File: config.mk
export PLATFORM = sky130hd
export DESIGN_NAME = caf_top
export DESIGN_NICKNAME = d
export VERILOG_FILES = /design/src/logic/caf_pkg.sv /design/src/logic/caf_limit.sv /design/src/logic/caf_route.sv /design/src/logic/caf_top.sv
export VERILOG_INCLUDE_DIRS = /design/src /design/src/logic
export SDC_FILE = /design/constraint.sdc
export NUM_CORES = 1
export LEC_CHECK = 0
export ABC_CLOCK_PERIOD_IN_PS = 3100
export BUFFER_PORTS_ARGS = -buffer_cell sky130_fd_sc_hd__buf_2
export CAP_MARGIN = 20
export CORE_MARGIN = 1.5
export CORE_UTILIZATION = 55
export DETAILED_ROUTE_END_ITERATION = 8
export PLACE_DENSITY_LB_ADDON = 0.25
export SLEW_MARGIN = 20
export SYNTH_ARGS = -nofsm -noshare
export SYNTH_HDL_FRONTEND = slang
export SYNTH_SLANG_ARGS = --single-unit
File: constraint.sdc
create_clock -name clock -period 3.1 [get_ports clock]
set_clock_uncertainty 0.05 [all_clocks]
set_input_delay 0.31 -clock clock [delete_from_list [all_inputs] [get_ports clock]]
set_output_delay 0.31 -clock clock [all_outputs]
set_load 0.05 [all_outputs]
File: src/logic/caf_defs.svh
// caf_defs.svh: offsets, field positions, reset values of the acceptance filter setup block
// assumes inclusion by bare name from logic/ files only
`ifndef CAF_DEFS_SVH
`define CAF_DEFS_SVH
`define CAF_OFS_GLOBAL 8'h80
`define CAF_OFS_STD 8'h84
`define CAF_OFS_EXT 8'h88
`define CAF_OFS_MASK 8'h90
`define CAF_OFS_CTRL 8'h18
`define CAF_NFS_HI 5
`define CAF_NFS_LO 4
`define CAF_NFE_HI 3
`define CAF_NFE_LO 2
`define CAF_RRS_BIT 1
`define CAF_RRE_BIT 0
`define CAF_LSS_HI 23
`define CAF_LSS_LO 16
`define CAF_LSE_HI 22
`define CAF_LSE_LO 16
`define CAF_SA_HI 15
`define CAF_SA_LO 2
`define CAF_MASK_HI 28
`define CAF_INIT_BIT 0
`define CAF_CCE_BIT 1
`define CAF_STD_MAX 8'h80
`define CAF_EXT_MAX 7'h40
`define CAF_MASK_RESET 29'h1fffffff
`define CAF_CTRL_RESET 2'h1
`endif

File: src/logic/caf_pkg.sv
// caf_pkg: types shared by the acceptance filter setup block
// assumes caf_defs.svh is visible beside it
package caf_pkg;
    // where a frame that matched nothing is sent
    typedef enum logic [1:0] {
        CAF_TO_FIFO0,
        CAF_TO_FIFO1,
        CAF_DISCARD
    } caf_route_e;
    // bus slave phases
    typedef enum logic [1:0] {
        CAF_IDLE,
        CAF_RESP,
        CAF_DONE
    } caf_bus_e;
    typedef logic [15:0] caf_addr_t;
endpackage

File: src/logic/caf_limit.sv
// caf_limit: clamps a programmed list size and forms the list byte address
// assumes a purely combinational use on the module clock
`timescale 1ns/100ps
`default_nettype none
module caf_limit #(
    parameter int W = 8,
    parameter logic [7:0] MAX = 8'h80
) (
    input wire logic [W-1:0] size_raw,
    input wire logic [13:0] word_addr,
    output logic [7:0] size_eff,
    output logic list_on,
    output caf_pkg::caf_addr_t byte_addr
);
    logic [7:0] raw8; // size widened for comparison
    assign raw8 = 8'(size_raw);
    // values above the maximum count as the maximum
    assign size_eff = (raw8 > MAX) ? MAX : raw8;
    // zero means the list is unused
    assign list_on = (raw8 != 8'h00);
    // word address shifted to bytes
    assign byte_addr = {word_addr, 2'b00};
endmodule
`default_nettype wire

File: src/logic/caf_route.sv
// caf_route: decides the fate of a received frame that matched no element
// assumes inputs are stable flags from the same clock domain
`timescale 1ns/100ps
`default_nettype none
module caf_route (
    input wire logic [1:0] action,
    input wire logic remote,
    input wire logic reject_remote,
    output caf_pkg::caf_route_e route,
    output logic bypass
);
    // remote frames may be dropped before any filtering
    assign bypass = remote & reject_remote;
    // both upper codes reject the frame
    always_comb begin
        unique case (action)
            2'b00: route = caf_pkg::CAF_TO_FIFO0;
            2'b01: route = caf_pkg::CAF_TO_FIFO1;
            default: route = caf_pkg::CAF_DISCARD;
        endcase
    end
endmodule
`default_nettype wire

File: src/logic/caf_top.sv
// caf_top: acceptance filter configuration registers on an Avalon-MM slave
// assumes a single 125 MHz clock, the frame receiver on the same clock
`include "caf_defs.svh"
`timescale 1ns/100ps
`default_nettype none
// port groups, top to bottom:
// - clock, srst and clk_en; a low clk_en freezes every flop, bus phase included
// - the Avalon-MM slave; an access has one wait cycle, two if it starts in the done cycle, then one answer cycle
// - the frame header from the receiver, which must run on this same clock
//   because no synchroniser stands on the rx_* inputs
// - the filtered header result, one cycle behind the header that produced it
// - the list views; they are combinational from the setup registers
//   and so follow a write at the very next clock edge
// limitation: the list views do not hold over a frame in flight; software must
// change the lists only while the controller is initialising, which the
// protection logic below enforces anyway
module caf_top (
    input wire logic clock,
    input wire logic srst,
    input wire logic clk_en,
    input wire logic [7:0] avs_address,
    input wire logic avs_read,
    input wire logic avs_write,
    input wire logic [31:0] avs_writedata,
    input wire logic [3:0] avs_byteenable,
    output logic [31:0] avs_readdata,
    output logic avs_waitrequest,
    input wire logic rx_valid,
    input wire logic rx_extended,
    input wire logic rx_remote,
    input wire logic [28:0] rx_id,
    output logic [28:0] filt_id,
    output logic filt_bypass,
    output caf_pkg::caf_route_e filt_route,
    output logic filt_valid,
    output logic std_list_on,
    output logic [7:0] std_list_count,
    output caf_pkg::caf_addr_t std_list_addr,
    output logic ext_list_on,
    output logic [7:0] ext_list_count,
    output caf_pkg::caf_addr_t ext_list_addr
);
    // all state in one record
    // keeping every flop in one packed struct lets a single always_ff own
    // them all, so reset and clock enable cannot be forgotten for one field
    // the cost is that every field is reset on srst, including the result
    // fields of the frame stage, which do not strictly need it
    typedef struct packed {
        caf_pkg::caf_bus_e phase;        // slave phase
        logic [31:0] rdata;              // registered read data
        logic [1:0] nonmatch_std_action; // standard nonmatch code
        logic [1:0] nonmatch_ext_action; // extended nonmatch code
        logic reject_remote_std;         // drop standard remotes
        logic reject_remote_ext;         // drop extended remotes
        logic [7:0] std_list_size;       // raw standard size
        logic [13:0] std_list_start;     // standard word address
        logic [6:0] ext_list_size;       // raw extended size
        logic [13:0] ext_list_start;     // extended word address
        logic [28:0] ext_id_and_mask;    // extended id mask
        logic init_mode;                 // controller in initialisation
        logic cfg_change;                // configuration change enabled
        logic [28:0] fid;                // masked id out
        logic fbyp;                      // remote drop flag out
        caf_pkg::caf_route_e froute;     // nonmatch route out
        logic fval;                      // filtered frame valid
    } caf_state_s;

    caf_state_s st;
    caf_state_s next_st;
    logic [31:0] wmask;       // byte lanes as a bit mask
    logic [31:0] rd_word;     // read mux result
    logic prot_ok;            // protected writes allowed
    logic [1:0] frame_action; // action for this frame's format
    logic frame_reject;       // reject bit for this frame's format
    caf_pkg::caf_route_e route_w;
    logic bypass_w;
    logic [7:0] std_cnt_w;
    logic [7:0] ext_cnt_w;

    // byte lanes expand to bit mask
    genvar gi;
    generate
        for (gi = 0; gi < 4; gi++) begin : g_lane
            assign wmask[gi*8 +: 8] = {8{avs_byteenable[gi]}};
        end
    endgenerate

    // protection gate for the setup registers
    // both control bits must be set; init alone is not enough, so a stray
    // write while the controller is merely stopped leaves the filter intact
    // the control register itself stays writable, otherwise software could
    // never open the gate
    // write to setup fields only in init with change enabled
    assign prot_ok = st.init_mode & st.cfg_change;

    // read path
    // the mux is decoded from the live address in the take cycle and the
    // result is registered, so readdata comes from a flop as required
    // reads are never refused: protected fields read back at any time
    // read mux, reserved bits as zero, unmapped reads zero
    always_comb begin
        rd_word = 32'h0000_0000;
        unique case (avs_address)
            `CAF_OFS_GLOBAL: rd_word = {26'h0, st.nonmatch_std_action, st.nonmatch_ext_action,
                st.reject_remote_std, st.reject_remote_ext};
            `CAF_OFS_STD: rd_word = {8'h00, st.std_list_size, st.std_list_start, 2'b00};
            `CAF_OFS_EXT: rd_word = {9'h000, st.ext_list_size, st.ext_list_start, 2'b00};
            `CAF_OFS_MASK: rd_word = {3'h0, st.ext_id_and_mask};
            `CAF_OFS_CTRL: rd_word = {30'h0, st.cfg_change, st.init_mode};
            default: rd_word = 32'h0000_0000;
        endcase
    end

    // per-format choice feeding the router
    // the id format of the current header picks which nonmatch code and which
    // remote-reject bit apply; the two formats never share a setting
    assign frame_action = rx_extended ? st.nonmatch_ext_action : st.nonmatch_std_action;
    assign frame_reject = rx_extended ? st.reject_remote_ext : st.reject_remote_std;

    caf_route u_route (
        .action(frame_action),
        .remote(rx_remote),
        .reject_remote(frame_reject),
        .route(route_w),
        .bypass(bypass_w)
    );

    // standard list view
    caf_limit #(.W(8), .MAX(`CAF_STD_MAX)) u_std (
        .size_raw(st.std_list_size),
        .word_addr(st.std_list_start),
        .size_eff(std_cnt_w),
        .list_on(std_list_on),
        .byte_addr(std_list_addr)
    );

    // extended list view
    caf_limit #(.W(7), .MAX({1'b0, `CAF_EXT_MAX})) u_ext (
        .size_raw(st.ext_list_size),
        .word_addr(st.ext_list_start),
        .size_eff(ext_cnt_w),
        .list_on(ext_list_on),
        .byte_addr(ext_list_addr)
    );

    assign std_list_count = std_cnt_w;
    assign ext_list_count = ext_cnt_w;

    // next state: bus slave, register writes, frame pipeline
    // the bus walks idle, answer, done: the request is taken in idle, the
    // answer cycle drops waitrequest and commits a write, and the done cycle
    // gives the master one edge to release its request before idle looks again
    // without the done cycle a master that releases on the answer edge would
    // be seen as a fresh request and the access would run twice
    // the frame stage samples the setup as it stands when rx_valid is high,
    // so a frame and a setup write in the same cycle see the old setup
    // byte lanes apply per field: lane 0 for the global bits, lane 2 for the
    // list sizes, lanes 0 and 1 for the start addresses
    always_comb begin
        next_st = st;
        next_st.fval = 1'b0;
        // one-cycle registered frame stage
        if (rx_valid) begin
            next_st.fval = 1'b1;
            // standard ids pass unmasked; extended ids are anded
            next_st.fid = rx_extended ? (rx_id & st.ext_id_and_mask) : rx_id;
            next_st.fbyp = bypass_w;
            next_st.froute = route_w;
        end
        unique case (st.phase)
            caf_pkg::CAF_IDLE: begin
                // take the request, answer next cycle
                if (avs_read | avs_write) begin
                    next_st.phase = caf_pkg::CAF_RESP;
                    next_st.rdata = avs_read ? rd_word : 32'h0000_0000;
                end
            end
            caf_pkg::CAF_RESP: begin
                // waitrequest low here; write takes effect at this edge
                next_st.phase = caf_pkg::CAF_DONE;
                if (avs_write) begin
                    if (avs_address == `CAF_OFS_CTRL) begin
                        if (avs_byteenable[0]) begin
                            next_st.init_mode = avs_writedata[`CAF_INIT_BIT];
                            next_st.cfg_change = avs_writedata[`CAF_CCE_BIT];
                        end
                    end else if (prot_ok) begin
                        unique case (avs_address)
                            `CAF_OFS_GLOBAL: begin
                                if (avs_byteenable[0]) begin
                                    next_st.nonmatch_std_action = avs_writedata[`CAF_NFS_HI:`CAF_NFS_LO];
                                    next_st.nonmatch_ext_action = avs_writedata[`CAF_NFE_HI:`CAF_NFE_LO];
                                    next_st.reject_remote_std = avs_writedata[`CAF_RRS_BIT];
                                    next_st.reject_remote_ext = avs_writedata[`CAF_RRE_BIT];
                                end
                            end
                            `CAF_OFS_STD: begin
                                if (avs_byteenable[2]) begin
                                    next_st.std_list_size = avs_writedata[`CAF_LSS_HI:`CAF_LSS_LO];
                                end
                                next_st.std_list_start = (st.std_list_start & ~wmask[`CAF_SA_HI:`CAF_SA_LO])
                                    | (avs_writedata[`CAF_SA_HI:`CAF_SA_LO] & wmask[`CAF_SA_HI:`CAF_SA_LO]);
                            end
                            `CAF_OFS_EXT: begin
                                if (avs_byteenable[2]) begin
                                    next_st.ext_list_size = avs_writedata[`CAF_LSE_HI:`CAF_LSE_LO];
                                end
                                next_st.ext_list_start = (st.ext_list_start & ~wmask[`CAF_SA_HI:`CAF_SA_LO])
                                    | (avs_writedata[`CAF_SA_HI:`CAF_SA_LO] & wmask[`CAF_SA_HI:`CAF_SA_LO]);
                            end
                            `CAF_OFS_MASK: begin
                                next_st.ext_id_and_mask = (st.ext_id_and_mask & ~wmask[`CAF_MASK_HI:0])
                                    | (avs_writedata[`CAF_MASK_HI:0] & wmask[`CAF_MASK_HI:0]);
                            end
                            default: begin
                                // unmapped writes are dropped
                            end
                        endcase
                    end
                end
            end
            caf_pkg::CAF_DONE: begin
                // one idle cycle lets the master drop its request
                next_st.phase = caf_pkg::CAF_IDLE;
            end
            default: next_st.phase = caf_pkg::CAF_IDLE;
        endcase
    end

    // registers, frozen while clock enable is low
    // reset wins over a low clock enable so the block always leaves reset
    // in a known state; the mask resets to all ones, which leaves ids whole
    // init starts set so software may program the lists straight after reset
    // once it has also set the change bit
    always_ff @(posedge clock) begin
        if (srst) begin
            st <= '0;
            st.phase <= caf_pkg::CAF_IDLE;
            st.froute <= caf_pkg::CAF_TO_FIFO0;
            st.ext_id_and_mask <= `CAF_MASK_RESET;
            st.init_mode <= 1'(`CAF_CTRL_RESET);
        end else if (clk_en) begin
            st <= next_st;
        end
    end

    // output drive
    // waitrequest comes straight from the phase flop, so it is glitch free
    // and is high through reset, which keeps a master from finishing early
    // every data output below is a flop or a fixed view of flops
    // waitrequest drops only in the answer cycle
    assign avs_waitrequest = (st.phase != caf_pkg::CAF_RESP);
    assign avs_readdata = st.rdata;
    assign filt_id = st.fid;
    assign filt_bypass = st.fbyp;
    assign filt_route = st.froute;
    assign filt_valid = st.fval;
endmodule
`default_nettype wire

# Yosys cells after proc, flatten, opt, wreduce, memory -nomap -nowiden
# Index checks and enable logic that the tools add are counted.
# totals
wordCells	68
regBits	147
out_inout_bits	116
input_bits	81
# op_classes
mux	11
eq_ne	9
bitwise	15
magnitude_cmp	2
reduce_logical	14
# op_table
cell	count
29-bit one-hot mux with 5 select lines	1
29-bit bitwise AND	3
14-bit bitwise AND	3
34-bit 2-to-1 mux	1
8-bit equality test (second input constant)	4
32-bit 2-to-1 mux	1
29-bit 2-to-1 mux	1
29-bit NOT	1
29-bit OR	1
14-bit OR	2
7-bit AND reduction	3
6-bit AND reduction	3
8-bit nonzero test	2
14-bit NOT	1
8-bit by 5-bit equality test with 1-bit output (second input constant)	1
8-bit greater-than comparator (second input constant)	1
8-bit 2-to-1 mux	1
2-bit one-hot mux with 2 select lines	2
7-bit greater-than comparator (second input constant)	1
7-bit 2-to-1 mux	1
5-bit AND reduction	1
2-bit by 1-bit equality test with 1-bit output (second input constant)	2
2-bit logical NOT	2
2-bit AND reduction	2
8 further kinds	10

# Logic depth before layout (Yosys ltp)
# Gate-level depths: netlist (run 1).
# depth
ltp_word	5
mapped_depth	6
depth_no_buf	4

# Modules after synthesis
# A second synthesis (run 1) with hierarchy kept.
# unflattened
hier_cells	818
hier_area_um2	7318.3
# modules_own_cells
mod	n_inst	cells_per_inst	area_each_um2	seq_area_each_um2
caf_top	1	759	6894.1	2882.8
caf_limit (u_std)	1	28	205.2	0.0
caf_limit (u_ext)	1	28	202.7	0.0
caf_route	1	3	16.3	0.0

# Least setup slack after synthesis (run 1)
# No wires, ideal clock.
# synth_path
path_type	input port to flip-flop
from	input port avs_address[5]
to	register (tool-made name)
setup_slack_ns	1.328
path_stages	5
arrival_time_ns	1.651
cell_sequence	or4b_4 nor3_4 and3_1 buf_6 mux2i_1
# synth_lines
element	line_no	source
start: declaration	caf_top.sv:21	input wire logic [7:0] avs_address,

==> impl_metrics.json, run 1 <==
{
  "seq_area_frac_synth_pct": 40.17,
  "internal-power_mw": 3.071,
  "cts_resized": 0,
  "grt.overflow.total": 0,
  "power_density_mw_per_mm2": 505.0,
  "grt_pass1_wl_um": 28900,
  "yosysWarnings": 0,
  "numPortBuffers": 185,
  "area_growth_pct": 11.49,
  "routed_wl_um": 18850,
  "htree_levels": 4,
  "start_util_pct": 56.63,
  "viasPerCell": 5.634,
  "die_height_um": 117.2,
  "vdd_drop_max_uv": 367.7,
  "report.final.slew_viol_count": 0,
  "crit_path_end_kind": "flop",
  "syn-mean-instance-area_um2": 8.645,
  "cp_max_fo": 13,
  "synth_cell_types": 48,
  "final_common_cell": "buf_2",
  "cts.clk_slew.worst_paths_ns": 0.05,
  "grt_max_degree": 50,
  "maxSlewHeadroom_pct": 50.67,
  "crit_type": "reg2reg",
  "std_cell_rows": 41,
  "r2r_slack_ns": 1.01,
  "drtIter0Drc": 401,
  "io_pins": 197,
  "gp_congestion": 0.8277,
  "cts_hold_buffers": 0,
  "synth-edff-count": 0,
  "hold_class": "in2reg",
  "rsz0062_at_grt": "no",
  "final_cells": 1080,
  "grtUsageTotal_pct": 27.64,
  "fin_crit_ns": 2.089,
  "yosys_most_used_dff": "dfxtp_1",
  "antenna_found_initial": 0,
  "layout_common_cells": "buf_2, dfxtp_1, nand2b_1, a21oi_1, nand2_1",
  "clock_path_buffers": 2,
  "post-cts-setup-buffers": 0,
  "reg2reg_from": "st[145]",
  "final_nets": 981,
  "p_total_mw": 4.040,
  "worstSetupStartpoint": "st[145]",
  "root_buffer": "clkbuf_16",
  "drive_above_1_share_pct": 25.66,
  "cap_violations": 0,
  "start_kind": "flop",
  "worstPathRequired_ns": 3.35,
  "async_reset_ff_share_pct": 0,
  "switching_share_pct": 23.99,
  "cts_buffers": 17,
  "hold_viol": 0,
  "place_inst": 1053,
  "clockPowerShare_pct": 44.6,
  "synth-seq-cells": 144,
  "synthCells": 830,
  "hold-worst-slack_ns": 0.04477,
  "ant_nets": 0,
  "p_switching_uw": 969.4,
  "cts_tree": "yes",
  "clock_sinks": 144,
  "core_mm2": 0.01267,
  "cp.arrival_ns": 2.34,
  "vias": 6085,
  "fillCellCount": 1163,
  "drc": 0,
  "grt_pass1_vias": 5438,
  "reg2reg_depth": 5,
  "synth.cell_area_mm2": 0.007176,
  "diodes": 0,
  "fin_setup_tns_ns": 0,
  "dp_hpwl_um": 12890,
  "post-route-period-util_pct": 67.37,
  "place_ws_ns": 0.6559,
  "fmaxAchievable_mhz": 478.8,
  "clk_latency_ns": 0.41,
  "p_leak_nw": 3.225,
  "tightest_slew_ns": 0.7369,
  "seqPwrFrac_pct": 46.6,
  "fin_ws_ns": 1.011,
  "power_frac_comb_pct": 8.8,
  "setup_violations": 0,
  "first_pass_iters": 6,
  "die_area_mm2": 0.01374,
  "outcome": "finished, final reports clean",
  "wire_per_inst_um": 17.45,
  "die_w_um": 117.2
}
## worst min-delay path by stage
stage                                  from                to  slack (ns)  depth (start not counted)
after floorplan            avs_readdata[22]  avs_readdata[22]        0.38                          2
after global placement      avs_readdata[8]   avs_readdata[8]        0.38                          2
after detailed placement   avs_readdata[17]  avs_readdata[17]        0.39                          2
after CTS                 avs_writedata[26]              flop        0.03                          2
after global routing      avs_writedata[26]              flop        0.04                          2
final                     avs_writedata[26]              flop        0.04                          2
## through the flow
stage          instance area (µm²)  utilization [%]
4_1_cts                       8000            63.14
3_5_place_dp                  7500            59.19
3_3_place_gp                  7500            59.19
6_report                      8000            63.14
2_1_floorplan                 7202                -
5_1_grt                       8000            63.14
## logic make-up after synthesis
group / after synthesis / share of synthesized area [%]
muxes: 24 / 3.365
adders and majority gates: 1 / 0.1569
DFF: 144 / 40.17
AOI/OAI and AO/OA: 228 / 20.94
and+or+nand+nor: 269 / 21.03
buffers and inverters: 163 / 14.28
other: 1 / 0.05226
## area by class of cell
cell class                 count  area [µm²]  share of cell area, %
clock buffer                  25       465.4                  5.818
clock inverter                 2       35.03                 0.4379
inverter                       5       18.77                 0.2346
multi-input combinational    530        3327                  41.59
sequential                   144        2883                  36.03
tap                          172       215.2                  2.690
timing repair buffer         202        1056                  13.20
## cell usage after synthesis (4+ instances only)
cell	count	area share [%]
inv_1	5	0.26
o21ai_1	20	1.4
buf_4	98	10
nand2b_1	75	6.5
a22oi_1	19	2.0
dfxtp_1	144	40
mux2i_1	23	3.2
a211o_1	30	3.7
a21boi_0	29	3.0
and3_1	6	0.52
a21oi_1	67	4.7
nor2b_1	19	1.7
clkbuf_1	43	2.2
buf_6	4	0.63
a22o_1	23	2.8
nor4_1	4	0.35
nand2_1	65	3.4
buf_2	12	0.84
nand3_1	62	4.3
o21ai_0	29	2.0
a222oi_1	4	0.56
nor2_1	6	0.31
and2_1	5	0.44
nand4_1	6	0.52
## power groups by stage
stage / registers [mW] / clock network (mW) / logic [mW]
6_report: 1.88 / 1.80 / 0.355
5_1_grt: 1.89 / 1.92 / 0.380
4_1_cts: 1.88 / 1.82 / 0.354
3_5_place_dp: 1.92 / 0 / 0.353
3_3_place_gp: 1.92 / 0 / 0.352
2_1_floorplan: 1.92 / 0 / 0.250
## per-layer routing
| metal | GRT usage [%] | routed length (µm) |
|---|---|---|
| met5 | 0 | 0 |
| met4 | 11.81 | 496 |
| met3 | 5.613 | 1160 |
| met2 | 44.73 | 8782 |
| met1 | 35.95 | 8407 |
## worst max-delay path, cell delays in order (launching register included)
cell and delay [ns]:
dfxtp_1 0.41, and4b_1 0.32, and4_1 0.53, buf_4 0.25, a21boi_0 0.11, a211o_1 0.30
Power figures use the tool's default switching activity.
==> inputs of run 2 (changes only) <==
Settings changed: ABC_AREA set to 1, ABC_CLOCK_PERIOD_IN_PS 3100 to 1790, CORE_UTILIZATION 55 to 47.
Clock period 3.1 ns to 1.79 ns, I/O delays scaled along.
==> impl_metrics.json, run 2 <==
{
  "cts_buffers": 17,
  "p_switching_mw": 1.907,
  "core_mm2": 0.01453,
  "cts.clk_slew.worst_paths_ns": 0.06,
  "fin_ws_ns": -0.1052,
  "numPortBuffers": 185,
  "crit_type": "reg2out",
  "synth_cell_types": 29,
  "worstSetupStartpoint": "st[100]",
  "syn-mean-instance-area_um2": 7.080,
  "antenna_found_initial": 1,
  "setup_violations": 12,
  "failed_checks": "negative setup slack",
  "routed_wl_um": 20910,
  "grt_max_degree": 66,
  "post-synth-top-count-cell": "nand2_1",
  "post-route-period-util_pct": 105.9,
  "ys_top_cells_by_count": "nand2_1, dfxtp_1, nand3_1",
  "grtUsageTotal_pct": 26.55,
  "crit_path_end_kind": "output pin",
  "ant_nets": 0,
  "synth_top_area_cell": "dfxtp_1",
  "fmaxAchievable_mhz": 527.6,
  "rsz0062_at_grt": "yes",
  "power_density_mw_per_mm2": 859.5,
  "gp_congestion": 0.8498,
  "outcome": "finished with violations",
  "grtUsageMet3_pct": 5.648,
  "report.final.slew_viol_count": 0,
  "viasPerCell": 5.264,
  "dp_hpwl_um": 14190,
  "seqPwrFrac_pct": 42.6,
  "use_met2_pct": 43.56,
  "synth.area.top_cells": "dfxtp_1, nand2_1, buf_4",
  "final_nets": 1221,
  "grt.overflow.total": 0,
  "grt_pass1_vias": 6519,
  "htree_levels": 4,
  "critical-path-max-stage-delay_ns": 0.32,
  "final_common_cell": "nand2_1",
  "root_buffer": "clkbuf_16",
  "synth-seq-cells": 144,
  "clockPowerShare_pct": 47.3,
  "start_kind": "flop",
  "die_w_um": 125,
  "layout_common_cells": "nand2_1, buf_2, dfxtp_1, nand3_1, a21oi_1",
  "area_growth_pct": 27.88,
  "yosysWarnings": 0,
  "p_leak_nw": 4.157,
  "clock_sinks": 144,
  "vias": 7043,
  "cp_slowest_cell": "dfxtp_2",
  "cap_violations": 0,
  "busiest_layer": "met2",
  "fillCellCount": 1339,
  "switching_share_pct": 24.80,
  "power_frac_comb_pct": 10.1,
  "fin_crit_ns": 1.895,
  "synth.cell_area_mm2": 0.006995,
  "io_pins": 197,
  "cp_max_fo": 7,
  "seq_area_frac_synth_pct": 41.21,
  "hold_viol": 0,
  "final_cell_area_mm2": 0.008946,
  "hold_class": "in2reg",
  "post_dp_cell_area_mm2": 0.007500,
  "synth_top_area_share_pct": 41.21,
  "worstPathRequired_ns": 1.56,
  "cp.arrival_ns": 1.67,
  "synthCells": 988,
  "yosys_most_used_dff": "dfxtp_1",
  "drc": 0,
  "crit_chain": "inv_2 -> nand4_1 -> nor4_4 -> nor2_4 -> nor2_1 -> buf_6",
  "synth-edff-count": 0,
  "cts_tree": "yes",
  "clock_path_buffers": 2,
  "drive_above_1_share_pct": 26.71,
  "vdd_drop_max_uv": 719.2,
  "die_height_um": 125,
  "met1_usage_pct": 33.60,
  "first_pass_iters": 5,
  "std_cell_rows": 44,
  "reg2reg_from": "st[145]",
  "grt_pass1_wl_um": 33120,
  "holdCritStartpoint": "avs_writedata[4]",
  "place_ws_ns": -0.05167,
  "p_total_mw": 7.690,
  "clk_latency_ns": 0.42,
  "async_reset_ff_share_pct": 0,
  "die_area_mm2": 0.01563,
  "drtIter0Drc": 688,
  "internal-power_mw": 5.783,
  "wire_per_inst_um": 15.63,
  "start_util_pct": 48.13
}
## run 2: cell count changes after synthesis, sizes merged, moves of 25 or more
cell and delta:
a211o -30, inv +53, nand2b -75, nand2 +134, a21boi -29, nand4 +25
nor3 +26, nand3 +61, nor2 +77
## run 2: worst max-delay path: cells and delay by family, from the launching register on
family	cells	cell delay (ns)
buffers and inverters	2	0.25
AND/OR/NAND/NOR	4	0.67
flip-flops	1	0.32
## run 2: routing by layer
layer / vias to the layer above / share of wire (%)
li1: 3480 / -
met1: 3236 / 42
met4: 0 / 3.8
met2: 273 / 47
met5: - / 0
met3: 54 / 6.6
## run 2: stage by stage
step | util (%) | std cells | hold slack (ns) | setup TNS, ns
detailed placement | 51.60 | 1244 | 0.3942 | -0.8789
floorplan | - | 995 | 0.2553 | 0
finish | 61.55 | 1338 | 0.01935 | -0.8505
global placement | 51.60 | 1244 | 0.3915 | -0.003351
global route | 61.54 | 1337 | 0.02717 | -1.991
CTS | 60.35 | 1329 | 0.004860 | -0.7399
## run 2: what timing repair did
item                                    in CTS  in global routing
hold buffers                                49                  0
endpoints found under the setup margin      37                 66
endpoints found under the hold margin       58                  0
buffers inserted                             4                  8
resized for setup                           50                 28
pin swaps                                    5                  7
## run 2: area by class of cell
| cell class | count | area, µm² | share of cell area (%) |
|---|---|---|---|
| timing repair buffer | 281 | 1894 | 21.17 |
| sequential | 144 | 2897 | 32.38 |
| inverter | 61 | 236.5 | 2.643 |
| clock buffer | 21 | 470.5 | 5.259 |
| multi-input combinational | 635 | 3079 | 34.42 |
| antenna | 1 | 2.502 | 0.02797 |
| tap | 184 | 230.2 | 2.573 |
| clock inverter | 11 | 136.4 | 1.524 |
## run 2: power groups by stage
stage                     Sequential, mW  Combinational, mW  Clock, mW
after floorplan                     3.35              0.500          0
after global placement              3.35              0.681          0
after global routing                3.28              0.834       3.83
after detailed placement            3.35              0.684          0
after CTS                           3.28              0.767       3.68
final                               3.28              0.780       3.63
## run 2: final timing paths
kind	to	slack [ns]	cells past startpoint
max	std_list_count[4]	-0.11	6
min	flop	0.02	3
max reg2reg	flop	0.15	9
min reg2reg	avs_readdata[17]	0.41	2
## run 2: kinds of logic after synthesis
group / synth area share (%)
simple gates: 30.50
buf+inv: 17.08
compound gates: 11.16
flops: 41.21
other cells: 0.05361
==> inputs of run 3 (changes only) <==
Settings changed: CAP_MARGIN 20 to 10, CELL_PAD_IN_SITES_DETAIL_PLACEMENT set to 0, CELL_PAD_IN_SITES_GLOBAL_PLACEMENT set to 1, CORE_UTILIZATION 47 to 34, CTS_BUF_LIST set to sky130_fd_sc_hd__clkbuf_4.
==> impl_metrics.json, run 3 (synthesis results as in run 2) <==
{
  "outcome": "finished with violations",
  "failed_checks": "negative setup slack",
  "cp_max_fo": 7,
  "root_buffer": "clkbuf_4",
  "cp_slowest_cell": "dfxtp_2",
  "setup_violations": 14,
  "place_inst": 1340,
  "crit_chain": "inv_2 -> nand4_1 -> nor4_4 -> nor2_4 -> nor2_2 -> buf_6",
  "crit_path_end_kind": "output pin",
  "final_common_cell": "nand2_1",
  "hold-worst-slack_ns": 0.07789,
  "hold_path_depth": 4,
  "cts_tree": "yes",
  "post-route-period-util_pct": 109.4,
  "final_nets": 1256,
  "crit_type": "reg2out",
  "drtIter0Drc": 343,
  "routed_wl_um": 22350,
  "wire_per_inst_um": 15.33,
  "p_leak_nw": 4.178,
  "clock_sinks": 144,
  "first_pass_iters": 5,
  "dp_hpwl_um": 15630,
  "start_util_pct": 34.57,
  "layout_common_cells": "nand2_1, buf_2, dfxtp_1, nand3_1, a21oi_1",
  "fin_crit_ns": 1.957,
  "area_growth_pct": 30.05,
  "cts.clk_slew.worst_paths_ns": 0.12,
  "grt.overflow.total": 0,
  "fin_ws_ns": -0.1675,
  "rsz0062_at_grt": "yes",
  "cap_violations": 0,
  "cp_top_family": "simple AND/OR/NAND/NOR gates",
  "core_mm2": 0.02023,
  "vias": 6880,
  "post_dp_cell_area_mm2": 0.007745,
  "drc": 0,
  "r2r_slack_ns": 0.16,
  "vdd_drop_max_uv": 300.1,
  "gp_congestion": 0.8226,
  "grt_max_degree": 60,
  "numPortBuffers": 185,
  "hold_class": "in2reg",
  "report.final.slew_viol_count": 0,
  "worstSetupStartpoint": "st[99]",
  "reg2reg_from": "st[145]",
  "drive_above_1_share_pct": 27.38,
  "finalCoreUtilization_pct": 44.96,
  "clk_latency_ns": 0.54,
  "die_w_um": 146.4,
  "final_cells": 1458,
  "clock_path_buffers": 2,
  "critical-path-max-stage-delay_ns": 0.35,
  "holdCritStartpoint": "avs_byteenable[2]",
  "fillCellCount": 2168,
  "hold_viol": 0,
  "cts_buffers": 17,
  "antenna_found_initial": 1,
  "io_pins": 197,
  "viasPerCell": 4.719,
  "fmaxAchievable_mhz": 510.9,
  "grt_pass1_wl_um": 35270,
  "grtUsageTotal_pct": 20.75,
  "power_density_mw_per_mm2": 706.4,
  "reg2reg_depth": 9,
  "die_height_um": 146.4,
  "crit_buf_inv": 2,
  "htree_levels": 4,
  "die_area_mm2": 0.02144,
  "final_cell_area_mm2": 0.009097,
  "std_cell_rows": 52,
  "start_kind": "flop",
  "grt_pass1_vias": 6536,
  "cp.arrival_ns": 1.73,
  "ant_nets": 0,
  "worstPathRequired_ns": 1.56
}
[run 3: changes by cell type in the layout (fill, tap and decap cells not counted), sizes merged]
cell / change
nand3: +1
dlygate4sd3: +19
buf: +15
clkbuf: -3
clkinvlp: +1
bufinv: +1
[run 3: cell type report]
type,count,area [µm²],area share [%]
flip-flops and latches,144,2892,31.78
clock inverters,13,170.2,1.870
repair buffers,315,2260,24.84
diodes,1,2.502,0.02751
clock buffers,18,135.1,1.485
multi-input cells,636,3064,33.68
inverters,61,236.5,2.599
well taps,270,337.8,3.713
[run 3: worst max path at each step]
| stage | endpoint | slack [ns] | depth (start not counted) |
|---|---|---|---|
| after floorplan | ext_list_count[0] | 0.05 | 5 |
| after global placement | flop | 0.04 | 8 |
| after detailed placement | flop | -0.02 | 10 |
| after CTS | std_list_count[3] | -0.23 | 6 |
| after global routing | std_list_count[5] | -0.31 | 6 |
| final | std_list_count[5] | -0.17 | 6 |
[run 3: metal layers]
layer  GRT usage, %  wire [µm]
met2          33.79      10250
met5              0          0
met4          5.808        280
met3          3.906       1216
met1          28.01      10600
[run 3: timing repair]
item | 4_1_cts | 5_1_grt
resized for setup | 42 | 29
endpoints found under the setup margin | 22 | 74
hold buffers | 67 | 1
pin swaps | 2 | 2
buffers inserted | 9 | 8
cloned | 0 | 1
hold endpoints to repair | 115 | 1
[run 3: power breakdown]
part	internal, mW	total, mW	switching [mW]	leakage [nW]
Combinational	0.284	0.842	0.558	2.85
Clock	1.10	2.31	1.21	0.160
Sequential	3.25	3.27	0.0219	1.17
[run 3: metrics by stage]
step / TNS (ns) / total power, mW / worst slack, ns
floorplan: 0 / 3.854 / 0.04617
global placement: 0 / 4.061 / 0.03554
detailed placement: -0.2299 / 4.062 / -0.02438
CTS: -2.555 / 6.487 / -0.2300
global route: -3.867 / 6.695 / -0.3054
finish: -1.872 / 6.427 / -0.1675
[run 3: tightest hold or removal path: cells and delay by family]
family                 cells  cell delay, ns
buffers and inverters      2            0.29
AND/OR/NAND/NOR            2            0.15
